### src/esm_pkg.sv
// Purpose: Shared constants and types for the exception code and management entry unit.
// Assumes: 32-bit physical addresses and a 16-bit error code.
// Notes:   Header offsets are byte distances below the top of the management region.

package esm_pkg;

  // ----------------------------------------------------------------
  // Exception vectors
  // ----------------------------------------------------------------
  localparam logic [7:0] VEC_DOUBLE = 8'h08;
  localparam logic [7:0] VEC_BAD_TASK_SEG = 8'h0a;
  localparam logic [7:0] VEC_NOT_PRESENT = 8'h0b;
  localparam logic [7:0] VEC_STACK = 8'h0c;
  localparam logic [7:0] VEC_GEN_PROT = 8'h0d;
  localparam logic [7:0] VEC_PAGE = 8'h0e;
  localparam logic [7:0] VEC_ALIGN = 8'h11;

  // ----------------------------------------------------------------
  // Error code layout
  // ----------------------------------------------------------------
  localparam int ERR_W = 16;
  localparam int ERR_INDEX_LSB = 3;
  localparam int ERR_INDEX_W = 13;
  localparam int ERR_CAUSE_POS = 2;
  localparam int ERR_ACCESS_POS = 1;
  localparam int ERR_ORIGIN_POS = 0;
  localparam logic [15:0] ERR_ZERO = 16'h0000;

  // ----------------------------------------------------------------
  // Saved header layout
  // ----------------------------------------------------------------
  localparam int HDR_WORDS = 8;
  localparam logic [2:0] HDR_LAST = 3'h7;
  localparam logic [31:0] HDR_OFS_DBG7 = 32'h0000_0004;
  localparam logic [31:0] HDR_OFS_EFLAGS = 32'h0000_0008;
  localparam logic [31:0] HDR_OFS_CTRL0 = 32'h0000_000c;
  localparam logic [31:0] HDR_OFS_CUR_IP = 32'h0000_0010;
  localparam logic [31:0] HDR_OFS_NEXT_IP = 32'h0000_0014;
  localparam logic [31:0] HDR_OFS_CS_SEL = 32'h0000_0018;
  localparam logic [31:0] HDR_OFS_CS_HI = 32'h0000_001c;
  localparam logic [31:0] HDR_OFS_CS_LO = 32'h0000_0020;

  // ----------------------------------------------------------------
  // Reset values and pin idle level
  // ----------------------------------------------------------------
  localparam logic PIN_IDLE_LEVEL = 1'b1;
  localparam logic [2:0] HDR_IDX_RST = 3'h0;

  // Exception causes reported by the core
  typedef enum logic [3:0] {
    CAUSE_DOUBLE = 4'h0,
    CAUSE_ALIGN = 4'h1,
    CAUSE_IDT_LIMIT = 4'h2,
    CAUSE_STACK_LIMIT = 4'h3,
    CAUSE_SEG_LIMIT = 4'h4,
    CAUSE_BAD_TASK_SEG = 4'h5,
    CAUSE_NOT_PRESENT = 4'h6,
    CAUSE_GEN_PROT = 4'h7,
    CAUSE_PAGE = 4'h8
  } esm_cause_t;

  // Management entry sequencer
  typedef enum logic [3:0] {
    ST_IDLE = 4'b0001,
    ST_SAVE = 4'b0010,
    ST_ENTER = 4'b0100,
    ST_ACTIVE = 4'b1000
  } esm_state_t;

endpackage : esm_pkg

### src/esm_pin_if.sv
// Purpose: Carries the synchronised management pin from the synchroniser to the unit.
// Assumes: Both ends run on the system clock.
// Notes:   fall is a one-cycle pulse.
`timescale 1ns/1ps

interface esm_pin_if;
  logic level_low;
  logic fall;
  modport src (output level_low, output fall);
  modport dst (input level_low, input fall);
endinterface : esm_pin_if

### src/esm_unit.sv
// Purpose: Exception vector and error code former, plus system management mode entry.
// Assumes: Core supplies one exception request per pulse and keeps header sources stable
//          from entry until the header is written.
// Notes:   Error code result is registered one cycle after the request.
`timescale 1ns/1ps

module esm_unit (
  // Clock and reset
  input wire logic CLK,
  input wire logic SYS_RST,
  // Exception request from core
  input wire logic EXC_REQ,
  input wire esm_pkg::esm_cause_t EXC_CAUSE,
  input wire logic REAL_MODE,
  input wire logic [12:0] EXC_SEL_INDEX,
  input wire logic EXC_SEL_TABLE_INDICATOR,
  input wire logic EXC_IN_HANDLER,
  input wire logic PF_PROT_VIOLATION,
  input wire logic PF_WRITE,
  input wire logic PF_USER,
  // Exception result
  output logic EXC_VALID,
  output logic EXC_DROPPED,
  output logic [7:0] EXC_VECTOR,
  output logic EXC_ERR_PUSH,
  output logic [15:0] EXC_ERR_CODE,
  // Management pin and triggers
  input wire logic SYSMGMT_IRQ_N,
  input wire logic SW_SYSMGMT_TRIGGER_INSTR,
  input wire logic MEM_REGION_TRIGGER,
  input wire logic RESUME_FROM_SYSMGMT,
  // Management configuration
  input wire logic [31:0] SYSMGMT_REGION_BASE,
  input wire logic [31:0] SYSMGMT_REGION_SIZE,
  input wire logic SYSMGMT_ACCESS_CTRL,
  input wire logic SYSMGMT_PIN_ENABLE,
  // Competing interrupts
  input wire logic NMI_REQ,
  output logic NMI_TAKE,
  // Saved state sources
  input wire logic [31:0] SAVE_DBG7,
  input wire logic [31:0] SAVE_EFLAGS,
  input wire logic [31:0] SAVE_CTRL0,
  input wire logic [31:0] SAVE_CUR_IP,
  input wire logic [31:0] SAVE_NEXT_IP,
  input wire logic [15:0] SAVE_CS_SEL,
  input wire logic [63:0] SAVE_CS_DESC,
  // Header write port
  output logic HDR_WE,
  output logic [31:0] HDR_ADDR,
  output logic [31:0] HDR_DATA,
  input wire logic HDR_READY,
  // Core control
  output logic FETCH_VALID,
  output logic [31:0] FETCH_ADDR,
  output logic FORCE_REAL_MODE,
  output logic SYSMGMT_MODE,
  output logic SYSMGMT_PENDING
);

  // ----------------------------------------------------------------
  // Error code helpers
  // ----------------------------------------------------------------
  // Segment form: index, table indicator, bit 1 clear, origin
  function automatic logic [15:0] seg_code(input logic [12:0] idx, input logic ti, input logic org);
    logic [15:0] c;
    c = esm_pkg::ERR_ZERO;
    c[esm_pkg::ERR_INDEX_LSB +: esm_pkg::ERR_INDEX_W] = idx;
    c[esm_pkg::ERR_CAUSE_POS] = ti;
    c[esm_pkg::ERR_ACCESS_POS] = 1'b0;
    c[esm_pkg::ERR_ORIGIN_POS] = org;
    return c;
  endfunction : seg_code

  // Descriptor table form: index, bit 1 set, origin
  function automatic logic [15:0] idt_code(input logic [12:0] idx, input logic org);
    logic [15:0] c;
    c = esm_pkg::ERR_ZERO;
    c[esm_pkg::ERR_INDEX_LSB +: esm_pkg::ERR_INDEX_W] = idx;
    c[esm_pkg::ERR_ACCESS_POS] = 1'b1;
    c[esm_pkg::ERR_ORIGIN_POS] = org;
    return c;
  endfunction : idt_code

  // Page form: index driven zero since it means nothing here
  function automatic logic [15:0] pf_code(input logic prot, input logic wr, input logic usr);
    logic [15:0] c;
    c = esm_pkg::ERR_ZERO;
    c[esm_pkg::ERR_CAUSE_POS] = prot;
    c[esm_pkg::ERR_ACCESS_POS] = wr;
    c[esm_pkg::ERR_ORIGIN_POS] = usr;
    return c;
  endfunction : pf_code

  // ----------------------------------------------------------------
  // Exception mapping
  // ----------------------------------------------------------------
  logic [7:0] vec_next;
  logic push_next;
  logic drop_next;
  logic [15:0] code_next;
  logic [15:0] seg_err;

  assign seg_err = seg_code(EXC_SEL_INDEX, EXC_SEL_TABLE_INDICATOR, EXC_IN_HANDLER);

  // Real mode collapses several causes; no code is ever pushed there
  always_comb begin
    vec_next = esm_pkg::VEC_GEN_PROT;
    push_next = 1'b0;
    drop_next = 1'b0;
    code_next = esm_pkg::ERR_ZERO;
    case (EXC_CAUSE)
      esm_pkg::CAUSE_DOUBLE: begin
        vec_next = esm_pkg::VEC_DOUBLE;
        push_next = ~REAL_MODE;
        code_next = esm_pkg::ERR_ZERO;
      end
      esm_pkg::CAUSE_ALIGN: begin
        vec_next = esm_pkg::VEC_ALIGN;
        push_next = ~REAL_MODE;
        code_next = esm_pkg::ERR_ZERO;
      end
      esm_pkg::CAUSE_IDT_LIMIT: begin
        if (REAL_MODE) begin
          vec_next = esm_pkg::VEC_DOUBLE;
        end else begin
          vec_next = esm_pkg::VEC_GEN_PROT;
          push_next = 1'b1;
          code_next = idt_code(EXC_SEL_INDEX, EXC_IN_HANDLER);
        end
      end
      esm_pkg::CAUSE_STACK_LIMIT: begin
        vec_next = esm_pkg::VEC_STACK;
        push_next = ~REAL_MODE;
        code_next = REAL_MODE ? esm_pkg::ERR_ZERO : seg_err;
      end
      esm_pkg::CAUSE_SEG_LIMIT, esm_pkg::CAUSE_GEN_PROT: begin
        vec_next = esm_pkg::VEC_GEN_PROT;
        push_next = ~REAL_MODE;
        code_next = REAL_MODE ? esm_pkg::ERR_ZERO : seg_err;
      end
      esm_pkg::CAUSE_BAD_TASK_SEG: begin
        vec_next = esm_pkg::VEC_BAD_TASK_SEG;
        drop_next = REAL_MODE;
        push_next = ~REAL_MODE;
        code_next = seg_err;
      end
      esm_pkg::CAUSE_NOT_PRESENT: begin
        vec_next = esm_pkg::VEC_NOT_PRESENT;
        drop_next = REAL_MODE;
        push_next = ~REAL_MODE;
        code_next = seg_err;
      end
      esm_pkg::CAUSE_PAGE: begin
        vec_next = esm_pkg::VEC_PAGE;
        drop_next = REAL_MODE;
        push_next = ~REAL_MODE;
        code_next = pf_code(PF_PROT_VIOLATION, PF_WRITE, PF_USER);
      end
      default: begin
        drop_next = 1'b1;
      end
    endcase
  end

  // Result pulses for one cycle; vector and code hold until next request
  always_ff @(posedge CLK or posedge SYS_RST) begin
    if (SYS_RST) begin
      EXC_VALID <= 1'b0;
      EXC_DROPPED <= 1'b0;
      EXC_VECTOR <= esm_pkg::VEC_DOUBLE;
      EXC_ERR_PUSH <= 1'b0;
      EXC_ERR_CODE <= esm_pkg::ERR_ZERO;
    end else begin
      EXC_VALID <= EXC_REQ & ~drop_next;
      EXC_DROPPED <= EXC_REQ & drop_next;
      if (EXC_REQ) begin
        EXC_VECTOR <= vec_next;
        EXC_ERR_PUSH <= push_next & ~drop_next;
        EXC_ERR_CODE <= (push_next & ~drop_next) ? code_next : esm_pkg::ERR_ZERO;
      end
    end
  end

  // ----------------------------------------------------------------
  // Management pin synchroniser
  // ----------------------------------------------------------------
  esm_pin_if pin_bus ();

  esm_pin_sync u_pin_sync (
    .CLK(CLK),
    .SYS_RST(SYS_RST),
    .PIN_N(SYSMGMT_IRQ_N),
    .pin(pin_bus.src)
  );

  // ----------------------------------------------------------------
  // Trigger qualification
  // ----------------------------------------------------------------
  logic region_set;
  logic pin_ok;
  logic sw_ok;
  logic pin_evt;
  logic resume_evt;
  logic any_evt;
  logic take;
  logic stayed_low_reg;
  logic pend_reg;
  esm_pkg::esm_state_t state_reg;

  // An unprogrammed region means nowhere to go, so nothing is recognised
  assign region_set = |SYSMGMT_REGION_SIZE;
  assign pin_ok = region_set & SYSMGMT_PIN_ENABLE;
  assign sw_ok = region_set & SYSMGMT_ACCESS_CTRL;
  assign pin_evt = pin_bus.dst.fall & pin_ok;
  // Pin still low at resume but released since last entry counts again
  assign resume_evt = (state_reg == esm_pkg::ST_ACTIVE) & RESUME_FROM_SYSMGMT & pin_ok
                      & pin_bus.dst.level_low & ~stayed_low_reg;
  // Pin, region and instruction collapse into one request
  assign any_evt = pin_evt | (MEM_REGION_TRIGGER & pin_ok)
                   | (SW_SYSMGMT_TRIGGER_INSTR & sw_ok)
                   | resume_evt;
  assign take = (state_reg == esm_pkg::ST_IDLE) & pend_reg;

  // Pending flag; a new event in the taking cycle survives
  always_ff @(posedge CLK or posedge SYS_RST) begin
    if (SYS_RST) begin
      pend_reg <= 1'b0;
    end else if (any_evt) begin
      pend_reg <= 1'b1;
    end else if (take) begin
      pend_reg <= 1'b0;
    end
  end

  // Tracks whether the pin stayed low since the last entry began
  always_ff @(posedge CLK or posedge SYS_RST) begin
    if (SYS_RST) begin
      stayed_low_reg <= 1'b0;
    end else if (!pin_bus.dst.level_low) begin
      stayed_low_reg <= 1'b0;
    end else if (take) begin
      stayed_low_reg <= 1'b1;
    end
  end

  // Management wins over NMI and holds it off while in the mode
  assign NMI_TAKE = NMI_REQ & (state_reg == esm_pkg::ST_IDLE) & ~pend_reg & ~any_evt;
  assign SYSMGMT_PENDING = pend_reg;

  // ----------------------------------------------------------------
  // Header word selection
  // ----------------------------------------------------------------
  logic [31:0] region_top;
  logic [2:0] idx_reg;

  assign region_top = SYSMGMT_REGION_BASE + SYSMGMT_REGION_SIZE;

  // Offset and data for each saved word
  function automatic logic [63:0] hdr_word(input logic [2:0] i, input logic [31:0] top);
    logic [31:0] ofs;
    logic [31:0] dat;
    ofs = esm_pkg::HDR_OFS_CS_LO;
    dat = SAVE_CS_DESC[31:0];
    case (i)
      3'h0: begin ofs = esm_pkg::HDR_OFS_DBG7; dat = SAVE_DBG7; end
      3'h1: begin ofs = esm_pkg::HDR_OFS_EFLAGS; dat = SAVE_EFLAGS; end
      3'h2: begin ofs = esm_pkg::HDR_OFS_CTRL0; dat = SAVE_CTRL0; end
      3'h3: begin ofs = esm_pkg::HDR_OFS_CUR_IP; dat = SAVE_CUR_IP; end
      3'h4: begin ofs = esm_pkg::HDR_OFS_NEXT_IP; dat = SAVE_NEXT_IP; end
      3'h5: begin ofs = esm_pkg::HDR_OFS_CS_SEL; dat = {16'h0000, SAVE_CS_SEL}; end
      3'h6: begin ofs = esm_pkg::HDR_OFS_CS_HI; dat = SAVE_CS_DESC[63:32]; end
      default: begin ofs = esm_pkg::HDR_OFS_CS_LO; dat = SAVE_CS_DESC[31:0]; end
    endcase
    return {top - ofs, dat};
  endfunction : hdr_word

  logic [63:0] first_word;
  logic [63:0] next_word;

  assign first_word = hdr_word(esm_pkg::HDR_IDX_RST, region_top);
  assign next_word = hdr_word(idx_reg + 3'h1, region_top);

  // ----------------------------------------------------------------
  // Entry sequencer
  // ----------------------------------------------------------------
  // Header is written first, then real mode is forced and fetch redirected
  always_ff @(posedge CLK or posedge SYS_RST) begin
    if (SYS_RST) begin
      state_reg <= esm_pkg::ST_IDLE;
      idx_reg <= esm_pkg::HDR_IDX_RST;
      HDR_WE <= 1'b0;
      HDR_ADDR <= 32'h0000_0000;
      HDR_DATA <= 32'h0000_0000;
    end else begin
      case (state_reg)
        esm_pkg::ST_IDLE: begin
          if (take) begin
            state_reg <= esm_pkg::ST_SAVE;
            idx_reg <= esm_pkg::HDR_IDX_RST;
            HDR_WE <= 1'b1;
            HDR_ADDR <= first_word[63:32];
            HDR_DATA <= first_word[31:0];
          end
        end
        esm_pkg::ST_SAVE: begin
          // Memory back-pressure holds the word in place
          if (HDR_READY) begin
            if (idx_reg == esm_pkg::HDR_LAST) begin
              HDR_WE <= 1'b0;
              state_reg <= esm_pkg::ST_ENTER;
            end else begin
              idx_reg <= idx_reg + 3'h1;
              HDR_ADDR <= next_word[63:32];
              HDR_DATA <= next_word[31:0];
            end
          end
        end
        esm_pkg::ST_ENTER: begin
          state_reg <= esm_pkg::ST_ACTIVE;
        end
        esm_pkg::ST_ACTIVE: begin
          if (RESUME_FROM_SYSMGMT) begin
            state_reg <= esm_pkg::ST_IDLE;
          end
        end
        default: begin
          state_reg <= esm_pkg::ST_IDLE;
          HDR_WE <= 1'b0;
        end
      endcase
    end
  end

  // Fetch redirect and mode outputs
  always_ff @(posedge CLK or posedge SYS_RST) begin
    if (SYS_RST) begin
      FETCH_VALID <= 1'b0;
      FETCH_ADDR <= 32'h0000_0000;
      FORCE_REAL_MODE <= 1'b0;
      SYSMGMT_MODE <= 1'b0;
    end else begin
      FETCH_VALID <= (state_reg == esm_pkg::ST_ENTER);
      if (state_reg == esm_pkg::ST_ENTER) begin
        FETCH_ADDR <= SYSMGMT_REGION_BASE;
        FORCE_REAL_MODE <= 1'b1;
        SYSMGMT_MODE <= 1'b1;
      end else if ((state_reg == esm_pkg::ST_ACTIVE) && RESUME_FROM_SYSMGMT) begin
        FORCE_REAL_MODE <= 1'b0;
        SYSMGMT_MODE <= 1'b0;
      end
    end
  end

endmodule : esm_unit

### src/esm_pin_sync.sv
// Purpose: Two-stage synchroniser and falling edge detector for the management pin.
// Assumes: Pin is asynchronous to CLK and idles high.
// Notes:   Only the second stage and its delayed copy are examined by any logic.
`timescale 1ns/1ps

module esm_pin_sync (
  // Clock and reset
  input wire logic CLK,
  input wire logic SYS_RST,
  // Raw pin, active low
  input wire logic PIN_N,
  // Synchronised view
  esm_pin_if.src pin
);

  logic meta_reg;
  logic sync_reg;
  logic prev_reg;

  // ----------------------------------------------------------------
  // Synchroniser
  // ----------------------------------------------------------------
  // Reset to idle high so release never looks like an edge
  always_ff @(posedge CLK or posedge SYS_RST) begin
    if (SYS_RST) begin
      meta_reg <= esm_pkg::PIN_IDLE_LEVEL;
      sync_reg <= esm_pkg::PIN_IDLE_LEVEL;
      prev_reg <= esm_pkg::PIN_IDLE_LEVEL;
    end else begin
      meta_reg <= PIN_N;
      sync_reg <= meta_reg;
      prev_reg <= sync_reg;
    end
  end

  // Edge detect works only on settled stages
  assign pin.level_low = ~sync_reg;
  assign pin.fall = prev_reg & ~sync_reg;

endmodule : esm_pin_sync

### config.mk
export PLATFORM = sky130hd
export DESIGN_NAME = esm_unit
export DESIGN_NICKNAME = d
export VERILOG_FILES = /design/src/esm_pkg.sv /design/src/esm_pin_if.sv /design/src/esm_unit.sv /design/src/esm_pin_sync.sv
export SDC_FILE = /design/constraint.sdc
export NUM_CORES = 1
export LEC_CHECK = 0
export ABC_AREA = 1
export BUFFER_PORTS_ARGS = -buffer_cell sky130_fd_sc_hd__buf_2
export CAP_MARGIN = 20
export CORE_AREA = 2 2 181 183
export CTS_BUF_LIST = sky130_fd_sc_hd__clkbuf_4
export DETAILED_ROUTE_END_ITERATION = 6
export DIE_AREA = 0 0 183 185
export GPL_TIMING_DRIVEN = 0
export PLACE_DENSITY = 0.68
export SYNTH_ARGS = -nofsm -noshare
export SYNTH_HDL_FRONTEND = slang
export SYNTH_HIERARCHICAL = 1
export SYNTH_SLANG_ARGS = --single-unit
### constraint.sdc
create_clock -name CLK -period 6.7 [get_ports CLK]
set_clock_uncertainty 0.2 [all_clocks]
set_input_delay 0.335 -clock CLK [delete_from_list [all_inputs] [get_ports CLK]]
set_output_delay 0.335 -clock CLK [all_outputs]
set_load 0.01 [all_outputs]
# Word-level counts from Yosys, hierarchy flattened
# Index checks and enable logic that the tools add are counted.
dict set report classes {
  eq_ne 24
  reduce_logical 17
  bitwise 27
  muxes 37
  addsub 4
}
# op count
set op_table {}
lappend op_table {{$pmux W32 S7} 1}
lappend op_table {{$mux W32} 6}
lappend op_table {{$pmux W32 S2} 2}
lappend op_table {{$pmux W16 S4} 1}
lappend op_table {{$mux W16} 3}
lappend op_table {{$pmux W6 S7} 1}
lappend op_table {{$pmux W5 S7} 1}
lappend op_table {{$add A32 B32 Y32} 1}
lappend op_table {{$reduce_or A32 Y1} 1}
lappend op_table {{$sub A32 B3 Y32 const B} 1}
lappend op_table {{$sub A32 B32 Y32} 1}
lappend op_table {{$eq A4 B3 Y1 const B} 5}
lappend op_table {{$and A1 B1 Y1} 17}
lappend op_table {{$mux W4} 4}
lappend op_table {{$pmux W4 S4} 1}
lappend op_table {{$eq A3 B3 Y1 const B} 4}
lappend op_table {{$eq A4 B2 Y1 const B} 3}
lappend op_table {{$mux W3} 4}
lappend op_table {{$reduce_and A4 Y1} 3}
lappend op_table {{$ne A2 B2 Y1 const B} 5}
lappend op_table {{$mux W1} 9}
lappend op_table {{$eq A4 B1 Y1 const B} 2}
lappend op_table {{$eq A4 B4 Y1 const B} 2}
lappend op_table {{$reduce_bool A2 Y1} 4}
lappend op_table {{15 further kinds} 27}
dict set report totals {
  out_inout_bits 129
  in_bits 338
  regBits 138
}

# Depth between registers and ports, before layout
# Gate-level depths: netlist of run 1.
dict set report depth {
  depth_word 8
  depth_mapped 22
  ltp_nobuf 22
}

# Cells and area by module
# The synthesis of run 1 kept the hierarchy.
# module n_inst area_per_inst_um2 cells_each
set modules_own_cells {}
lappend modules_own_cells {esm_unit 1 10482.6 1603}
lappend modules_own_cells {esm_pin_sync 1 96.3 7}

# Least setup slack after synthesis of run 1
# No wires, ideal clock.
dict set report synth_timing {
  kind {register to register}
  startpoint {reg idx_reg[0]}
  endpoint {reg HDR_ADDR[26]}
  arrival_ns 3.170
  setup_slack_ns 3.213
  n_path_buf 0
  setup_ns 0.117
  stages_incl_launch_ff 22
  path_cell_list {dfrtp_1 > ha_1 > ha_1 > nand2_1 > inv_1 > nor4_1 > nand4_1 > inv_1 > nand2_1 > ha_1 > inv_1 > nor2_1 > nor2_1 > nand2_1 > nor2_4 > nand3_2 > nor2_2 > nand2_2 > nor2_4 > nand3b_1 > nand3_1 > nand2_1}
}
dict set report synth_between {
  elab_chain_cells 7
  word_cells_on_any_way 16
  cone_classes {2 x add/sub; 8 x eq/ne; 4 x mux; 2 x reduce/logical}
}
# item line
set synth_lines {}
lappend synth_lines {{start: declaration} esm_unit.sv:255} ;# logic [2:0] idx_reg;
lappend synth_lines {{start signal: assignment} esm_unit.sv:291} ;# idx_reg <= esm_pkg::HDR_IDX_RST;
lappend synth_lines {{start signal: assignment} esm_unit.sv:300} ;# idx_reg <= esm_pkg::HDR_IDX_RST;
lappend synth_lines {{start signal: assignment} esm_unit.sv:313} ;# idx_reg <= idx_reg + 3'h1;
lappend synth_lines {{$add A3 B1 Y3} esm_unit.sv:282} ;# assign next_word = hdr_word(idx_reg + 3'h1, region_top);
lappend synth_lines {{$eq A3 B3 Y1 (tied with other cells)} esm_unit.sv:265} ;# case (i)
lappend synth_lines {{$pmux W6 S7} esm_unit.sv:265}
lappend synth_lines {{$sub A32 B32 Y32} esm_unit.sv:275} ;# return {top - ofs, dat};
lappend synth_lines {{$mux W32} esm_unit.sv:309} ;# if (idx_reg == esm_pkg::HDR_LAST) begin
lappend synth_lines {{$mux W32} esm_unit.sv:308} ;# if (HDR_READY) begin
lappend synth_lines {{$pmux W32 S2} esm_unit.sv:296} ;# case (state_reg)
lappend synth_lines {{end signal: assignment} esm_unit.sv:302} ;# HDR_ADDR <= first_word[63:32];
lappend synth_lines {{end signal: assignment} esm_unit.sv:314} ;# HDR_ADDR <= next_word[63:32];
lappend synth_lines {{end: declaration} esm_unit.sv:50} ;# output logic [31:0] HDR_ADDR,
# Parallel ways exist; a longest one is shown, timed or not. The select of a mux whose other input is x is not followed.
# A chain may end at the register's enable or synchronous reset.

# Worst setup path in the final report of run 1
# Same ends and word-level chain as after synthesis.

==> results of run 1 <==
-- kinds of logic (layout without fill, tap and decap cells) --
group / after synthesis / after routing / share of synthesized area [%]
AND/OR/NAND/NOR: 885 / 885 / 35.6
buffers and inverters: 282 / 912 / 10.4
AO/OA/AOI/OAI: 249 / 249 / 15.5
flip-flops: 135 / 135 / 32.0
adder cells (fa/ha/maj): 43 / 43 / 5.23
XOR/XNOR: 15 / 15 / 1.24
other: 1 / 13 / 0.0354
-- through the flow --
step                utilization, %  power, mW  setup slack (ns)  cells
finish                        47.2       5.16              2.20   2660
global route                  47.2       5.56              1.80   2659
CTS                           47.2       5.15              2.10   2650
detailed placement            42.0       4.16              2.19   2484
global placement              41.9       4.12             0.758   2483
floorplan                        -       2.98              2.64   1612
-- worst register-to-register path, cell delays in order, from the launching register on --
cell and delay, ns:
sky130_fd_sc_hd__dfrtp_1 0.49, sky130_fd_sc_hd__ha_1 0.23, sky130_fd_sc_hd__ha_1 0.33, sky130_fd_sc_hd__nand2_1 0.16, sky130_fd_sc_hd__inv_1 0.13, sky130_fd_sc_hd__nor4_1 0.43
sky130_fd_sc_hd__nand4_1 0.41, sky130_fd_sc_hd__inv_1 0.27, sky130_fd_sc_hd__nand2_1 0.12, sky130_fd_sc_hd__ha_1 0.32, sky130_fd_sc_hd__inv_1 0.10, sky130_fd_sc_hd__nor2_1 0.05
sky130_fd_sc_hd__nor2_1 0.10, sky130_fd_sc_hd__nand2_1 0.12, sky130_fd_sc_hd__nor2_4 0.12, sky130_fd_sc_hd__nand3_2 0.10, sky130_fd_sc_hd__nor2_2 0.16, sky130_fd_sc_hd__nand2_2 0.09
sky130_fd_sc_hd__nor2_4 0.17, sky130_fd_sc_hd__nand3b_1 0.10, sky130_fd_sc_hd__nand3_1 0.10, sky130_fd_sc_hd__nand2_1 0.06
-- where the power goes --
group          switching (mW)  total (mW)  internal (mW)
Sequential              0.183        1.34           1.16
Combinational            1.95        3.18           1.23
Clock                   0.369       0.642          0.273
-- synthesized netlist by cell type, drive strengths merged --
cell / n
o21bai: 2
nor2: 142
dfrtp: 130
inv: 220
a22oi: 2
ha: 41
and2: 2
conb: 1
or2: 5
xor2: 11
a31oi: 22
a32o: 13
nand4: 28
a22o: 12
o41ai: 2
o31ai: 3
a211oi: 4
a21o: 1
o21ai: 48
clkinv: 2
nand3b: 4
fa: 2
nor3: 12
xnor2: 4
nand2: 601
o2111ai: 13
a221oi: 18
o22a: 2
clkbuf: 45
nor4: 9
o211ai: 34
a21oi: 73
buf: 15
dfstp: 5
nand3: 82
-- worst min-delay path by stage --
| stage | startpoint | end | slack, ns |
|---|---|---|---|
| global placement | u_pin_sync/meta_reg$_DFF_PP1_ | u_pin_sync/sync_reg$_DFF_PP1_ | 0.15 |
| CTS | HDR_READY | HDR_WE$_DFFE_PP0P_ | 0.009 |
| detailed placement | u_pin_sync/meta_reg$_DFF_PP1_ | u_pin_sync/sync_reg$_DFF_PP1_ | 0.15 |
| finish | HDR_READY | HDR_WE$_DFFE_PP0P_ | 0.08 |
| floorplan | SYS_RST | u_pin_sync/meta_reg$_DFF_PP1_ | 0.07 |
| global route | SYSMGMT_REGION_SIZE[31] | HDR_ADDR[31]$_DFFE_PP0P_ | 0.09 |
-- what timing repair did --
action / 4_1_cts / 5_1_grt
hold endpoints to repair: 182 / 0
hold buffers: 134 / 0
buffers inserted: 0 / 0
-- area by class of cell --
type	instances	area, µm²
tap	408	510
buffer	60	264
clock buffer	18	135
multi-input combinational	1195	6100
sequential	135	3380
clock inverter	14	189
timing repair buffer	598	3690
inverter	222	838
fill	3312	16900
antenna	10	25.0
-- per-layer routing --
metal	part of all wire [%]	vias to the layer above	track usage [%]
met3	8.0	92	7.85
li1	-	6503	-
met1	41	6137	32.7
met2	47	557	45.6
met4	3.3	8	10.8
met5	0.20	-	1.19
==> flow_summary.yaml, run 1 <==
status:
  outcome: "complete, no violations"
clock_tree:
  path_clk_slew_ns: 0.15
  tritoncts_clock_tree: "built"
  cts-resized-gates: 0
  clock_latency_ns: 0.62
  cts-htree-levels: 4
  cts_max_path_buffers: 2
  cts-root-buf: "sky130_fd_sc_hd__clkbuf_4"
  tritoncts_buffers: 17
  cts.sink_count: 135
setup_path:
  timing.critical_path.depth: 21
  required_time_of_the_critical_path_ns: 7.00
  path_common_cell: "sky130_fd_sc_hd__nand2_1"
  worst-endpoint-arrival_ns: 4.80
  crit_path_end_kind: "flop"
  worst-path-max-fanout: 8
  cells_along_the_critical_path: "ha_1, ha_1, nand2_1, inv_1, nor4_1, nand4_1, inv_1, nand2_1, ha_1, inv_1, nor2_1, nor2_1, nand2_1, nor2_4, nand3_2, nor2_2, nand2_2, nor2_4, nand3b_1, nand3_1, nand2_1"
  cp_slowest_stage_delay_ns: 0.49
  worstReg2RegStart: "idx_reg[0]$_DFFE_PP0P_"
  capture_point_of_the_critical_path: "HDR_ADDR[26]$_DFFE_PP0P_"
  r2r.worst_path.cells: 21
  cpMaxStageDelayCell: "sky130_fd_sc_hd__dfrtp_1"
  worst_r2r_endpoint: "HDR_ADDR[26]$_DFFE_PP0P_"
  timing_worst_setup_path_type: "reg -> reg"
  cp_num_buf_inv: 3
  cp-start-kind: "flop"
  setup_slack_on_the_worst_flop_to_flop_path_ns: 2.20
  cp-startpoint: "idx_reg[0]$_DFFE_PP0P_"
  cp_top_family: "simple AND/OR/NAND/NOR gates"
timing:
  setup_repair_after_global_routing_missed_its_margin: "no"
  period_needed_ns: 4.50
  setup_viol_count_final: 0
  slew_violations: 0
  hold_viol: 0
  timing.setup.tns_ns: 0
  layout_worst_path_cycle_share_pct: 67.2
  fmax_ghz: 0.222
  slew-limit-headroom_pct: 33.9
  hold_slack_ns: 0.0789
  max_slew.worst_pin.slew_ns: 0.986
grt:
  grt-ovfl-total: 0
  grt_start_max_net_pins: 85
  global_route_wire_length_before_repair_um: 69300
  grt.total_usage_pct: 27.2
  vias_in_the_first_global_route: 12359
  initial_antenna_violation_count: 13
detailed_routing:
  route.detailed.vias_per_inst: 5.00
  totalWireLength_um: 47900
  dr_iter_0_viols: 945
  drt_pre_antenna_iters: 6
  number_of_nets_with_antenna_violations_after_detailed_routing: 0
  route.vias.total: 13297
  drc: 0
  routedWlPerCell_um: 18.0
place:
  placement.io_buffers: 463
  detailed_place_hpwl_um: 38800
  routabilityCongestion: 0.961
  placement.cell_area_um2: 13400
die:
  die_width_um: 183
  rows: 66
  dieArea_um2: 33900
  core_area_um2: 32000
  ios: 467
  effective_utilization_at_floorplan_pct: 33.0
  die_y_um: 185
final_layout:
  num-nets-final: 2610
  drive_above_1_share_pct: 26.0
  mostFrequentLayoutCell: "sky130_fd_sc_hd__nand2_1"
  final_cell_mix: "sky130_fd_sc_hd__nand2_1, sky130_fd_sc_hd__buf_2, sky130_fd_sc_hd__inv_1, sky130_fd_sc_hd__dlygate4sd3_1, sky130_fd_sc_hd__dfrtp_1"
  largest_registers: "FETCH_ADDR x32, HDR_ADDR x32, HDR_DATA x32"
  fin_area_um2: 15100
  area_growth_synth_to_finish_pct: 43.1
yosys:
  mappedNetlistArea_um2: 10600
  synth_largest_type_area_fraction_pct: 30.8
  synth.distinct_cells: 50
  syn_avg_cell_area_um2: 6.57
  postSynthRegisterBits: 135
  post_synth_inst_count: 1610
  post_synth_main_area_contributors: "sky130_fd_sc_hd__dfrtp_1, sky130_fd_sc_hd__nand2_1, sky130_fd_sc_hd__inv_1"
  yosysWarnings: 6
  seq_area_frac_synth_pct: 32.0
  synth_top_area_cell: "sky130_fd_sc_hd__dfrtp_1"
power_and_ir_drop:
  total_leakage_power_nw: 8.15
  power.ir.vdd_worst_uv: 155
  cellPowerDensity_nw_per_um2: 341
hold_path:
  timing.hold.worst_path_depth: 6
  hold_path.class: "in -> reg"
job:
  maxCapViolCount: 0
Power figures use the tool's default switching activity.
==> run 2, diff against run 1 <==
--- a/config.mk
+++ b/config.mk
@@ -8,12 +8,12 @@
 export ABC_AREA = 1
 export BUFFER_PORTS_ARGS = -buffer_cell sky130_fd_sc_hd__buf_2
 export CAP_MARGIN = 20
-export CORE_AREA = 2 2 181 183
+export CORE_AREA = 2 2 182 184
 export CTS_BUF_LIST = sky130_fd_sc_hd__clkbuf_4
 export DETAILED_ROUTE_END_ITERATION = 6
-export DIE_AREA = 0 0 183 185
+export DIE_AREA = 0 0 184 186
 export GPL_TIMING_DRIVEN = 0
-export PLACE_DENSITY = 0.68
+export PLACE_DENSITY = 0.67
 export SYNTH_ARGS = -nofsm -noshare
 export SYNTH_HDL_FRONTEND = slang
 export SYNTH_HIERARCHICAL = 1
==> constraint.sdc (replaced) <==
create_clock -name CLK -period 4.6 [get_ports CLK]
set_clock_uncertainty 0.2 [all_clocks]
set_input_delay 0.23 -clock CLK [delete_from_list [all_inputs] [get_ports CLK]]
set_output_delay 0.23 -clock CLK [all_outputs]
set_load 0.01 [all_outputs]
==> run 2 against run 1 <==
  * Flip-flop and latch count unchanged
  * Via count fell by 0.74%
  * Core utilization fell by 0.26 points
==> flow_summary.yaml, run 2 (synthesis gave the netlist of run 1 again) <==
power_and_ir_drop:
  power.ir.vdd_worst_uv: 278
  p_int_mw: 3.84
  sequentialPowerShare_pct: 26.1
  cellPowerDensity_nw_per_um2: 495
  switchingPower_mw: 3.65
  combinationalPowerShare_pct: 62.8
  total_leakage_power_nw: 8.16
  share_clk_of_total_power_pct: 11.1
  power.switching_fraction_pct: 48.7
detailed_routing:
  totalWireLength_um: 48700
  routedWlPerCell_um: 18.3
  route.detailed.vias_per_inst: 4.97
  number_of_nets_with_antenna_violations_after_detailed_routing: 0
  dr_iter_0_viols: 866
  route.vias.total: 13199
  drc: 0
  drt_pre_antenna_iters: 5
setup_path:
  cpMaxStageDelayCell: "sky130_fd_sc_hd__clkbuf_1"
  worstReg2RegStart: "idx_reg[0]$_DFFE_PP0P_"
  worst-endpoint-arrival_ns: 4.62
  cp_slowest_stage_delay_ns: 0.61
  crit_path_end_kind: "flop"
  required_time_of_the_critical_path_ns: 4.90
  cells_along_the_critical_path: "ha_1, ha_1, nand2_1, inv_1, clkbuf_1, clkbuf_1, nand2_1, nand4_1, o211ai_1, dlygate4sd3_1, a21oi_1, dlygate4sd3_1"
  timing_worst_setup_path_type: "reg -> reg"
  cp-start-kind: "flop"
  cp-startpoint: "idx_reg[0]$_DFFE_PP0P_"
  worst-path-max-fanout: 10
timing:
  setup_repair_after_global_routing_missed_its_margin: "no"
  slew-limit-headroom_pct: 31.8
  hold_slack_ns: 0.0399
  fmax_ghz: 0.232
  hold_viol: 0
  layout_worst_path_cycle_share_pct: 93.9
  timing.setup.tns_ns: 0
  period_needed_ns: 4.32
  setup_viol_count_final: 0
  max_slew.worst_pin.slew_ns: 1.02
  slew_violations: 0
hold_path:
  worst_hold_startpoint: "SYSMGMT_PIN_ENABLE"
  hold_path.class: "in -> reg"
die:
  ios: 467
  rows: 66
  effective_utilization_at_floorplan_pct: 32.8
  die_y_um: 186
  dieArea_um2: 34200
  core_area_um2: 32200
  die_width_um: 184
place:
  detailed_place_hpwl_um: 39200
  placement.io_buffers: 463
  routabilityCongestion: 0.957
clock_tree:
  cts-htree-levels: 4
  tritoncts_buffers: 17
  path_clk_slew_ns: 0.13
  clock_latency_ns: 0.55
  cts_max_path_buffers: 2
  tritoncts_clock_tree: "built"
  cts-root-buf: "sky130_fd_sc_hd__clkbuf_4"
  cts.sink_count: 135
grt:
  grt.total_usage_pct: 27.6
  global_route_wire_length_before_repair_um: 71300
  grt-ovfl-total: 0
  initial_antenna_violation_count: 4
  grt_start_max_net_pins: 80
  vias_in_the_first_global_route: 12722
final_layout:
  fin_util_pct: 47.0
  num-nets-final: 2616
  filler_cells: 3323
  mostFrequentLayoutCell: "sky130_fd_sc_hd__nand2_1"
  area_growth_synth_to_finish_pct: 43.0
  largest_registers: "FETCH_ADDR x32, HDR_ADDR x32, HDR_DATA x32"
  final_cell_mix: "sky130_fd_sc_hd__nand2_1, sky130_fd_sc_hd__buf_2, sky130_fd_sc_hd__inv_1, sky130_fd_sc_hd__dlygate4sd3_1, sky130_fd_sc_hd__dfrtp_1"
  drive_above_1_share_pct: 26.0
job:
  maxCapViolCount: 0
status:
  outcome: "complete, no violations"
-- run 2: final timing paths --
check | end | slack (ns) | cells past startpoint
setup / recovery | HDR_DATA[8]$_DFFE_PP0P_ | 0.28 | 12
hold / removal | SYSMGMT_PENDING$_DFFE_PP0P_ | 0.04 | 5
setup reg to reg | HDR_DATA[8]$_DFFE_PP0P_ | 0.28 | 12
hold reg to reg | u_pin_sync/sync_reg$_DFF_PP1_ | 0.17 | 0
max in group asynchronous | HDR_ADDR[21]$_DFFE_PP0P_ | 3.31 | 4
min in group asynchronous | EXC_ERR_CODE[10]$_DFFE_PP0P_ | 0.08 | 3
-- run 2: final cells by class --
type | count | area, µm² | share of cell area, %
multi-input combinational | 1195 | 6110 | 40.4
timing repair buffer | 604 | 3740 | 24.7
sequential | 135 | 3380 | 22.4
inverter | 222 | 838 | 5.54
tap | 408 | 510 | 3.37
buffer | 60 | 265 | 1.75
clock buffer | 20 | 150 | 0.992
clock inverter | 12 | 128 | 0.843
antenna | 1 | 2.50 | 0.0165
-- run 2: what timing repair did --
| action | CTS | global route |
|---|---|---|
| gates resized for setup | 0 | 3 |
| hold endpoints to repair | 224 | 0 |
| hold buffers | 138 | 0 |
| setup buffers | 0 | 2 |
| endpoints found under the setup margin | 0 | 18 |
-- run 2: power groups by stage --
stage	Sequential, mW	Clock [mW]	Combinational [mW]
5_1_grt	2.01	0.910	5.17
2_1_floorplan	2.17	0	2.17
4_1_cts	1.95	0.862	4.63
6_report	1.96	0.831	4.70
3_3_place_gp	1.96	0	4.08
3_5_place_dp	1.97	0	4.12
-- run 2: worst max-delay path: cells and delay by family, from the launching register on --
family | cells | cell delay [ns]
adder cells (fa/ha/maj) | 2 | 0.57
flip-flops | 1 | 0.47
AND/OR/NAND/NOR | 3 | 0.36
AO/OA/AOI/OAI | 2 | 0.21
buffers and inverters | 5 | 2.45
-- run 2: routing by layer --
layer | routed length [µm] | up-vias | part of all wire [%] | track usage, %
met5 | 80 | - | 0.16 | 1.63
met4 | 1770 | 4 | 3.6 | 11.1
met3 | 4460 | 118 | 9.2 | 8.90
met2 | 22700 | 560 | 47 | 45.8
met1 | 19700 | 6045 | 40 | 32.9
li1 | - | 6472 | - | -
-- run 2: stage by stage --
stage,cells,setup slack (ns),power (mW),area [µm²]
after floorplan,1612,0.647,4.34,10600
after global placement,2483,-1.13,6.04,13400
after detailed placement,2484,0.118,6.09,13400
after CTS,2654,0.0397,7.45,15100
after global routing,2657,0.0437,8.09,15100
final,2657,0.282,7.49,15100
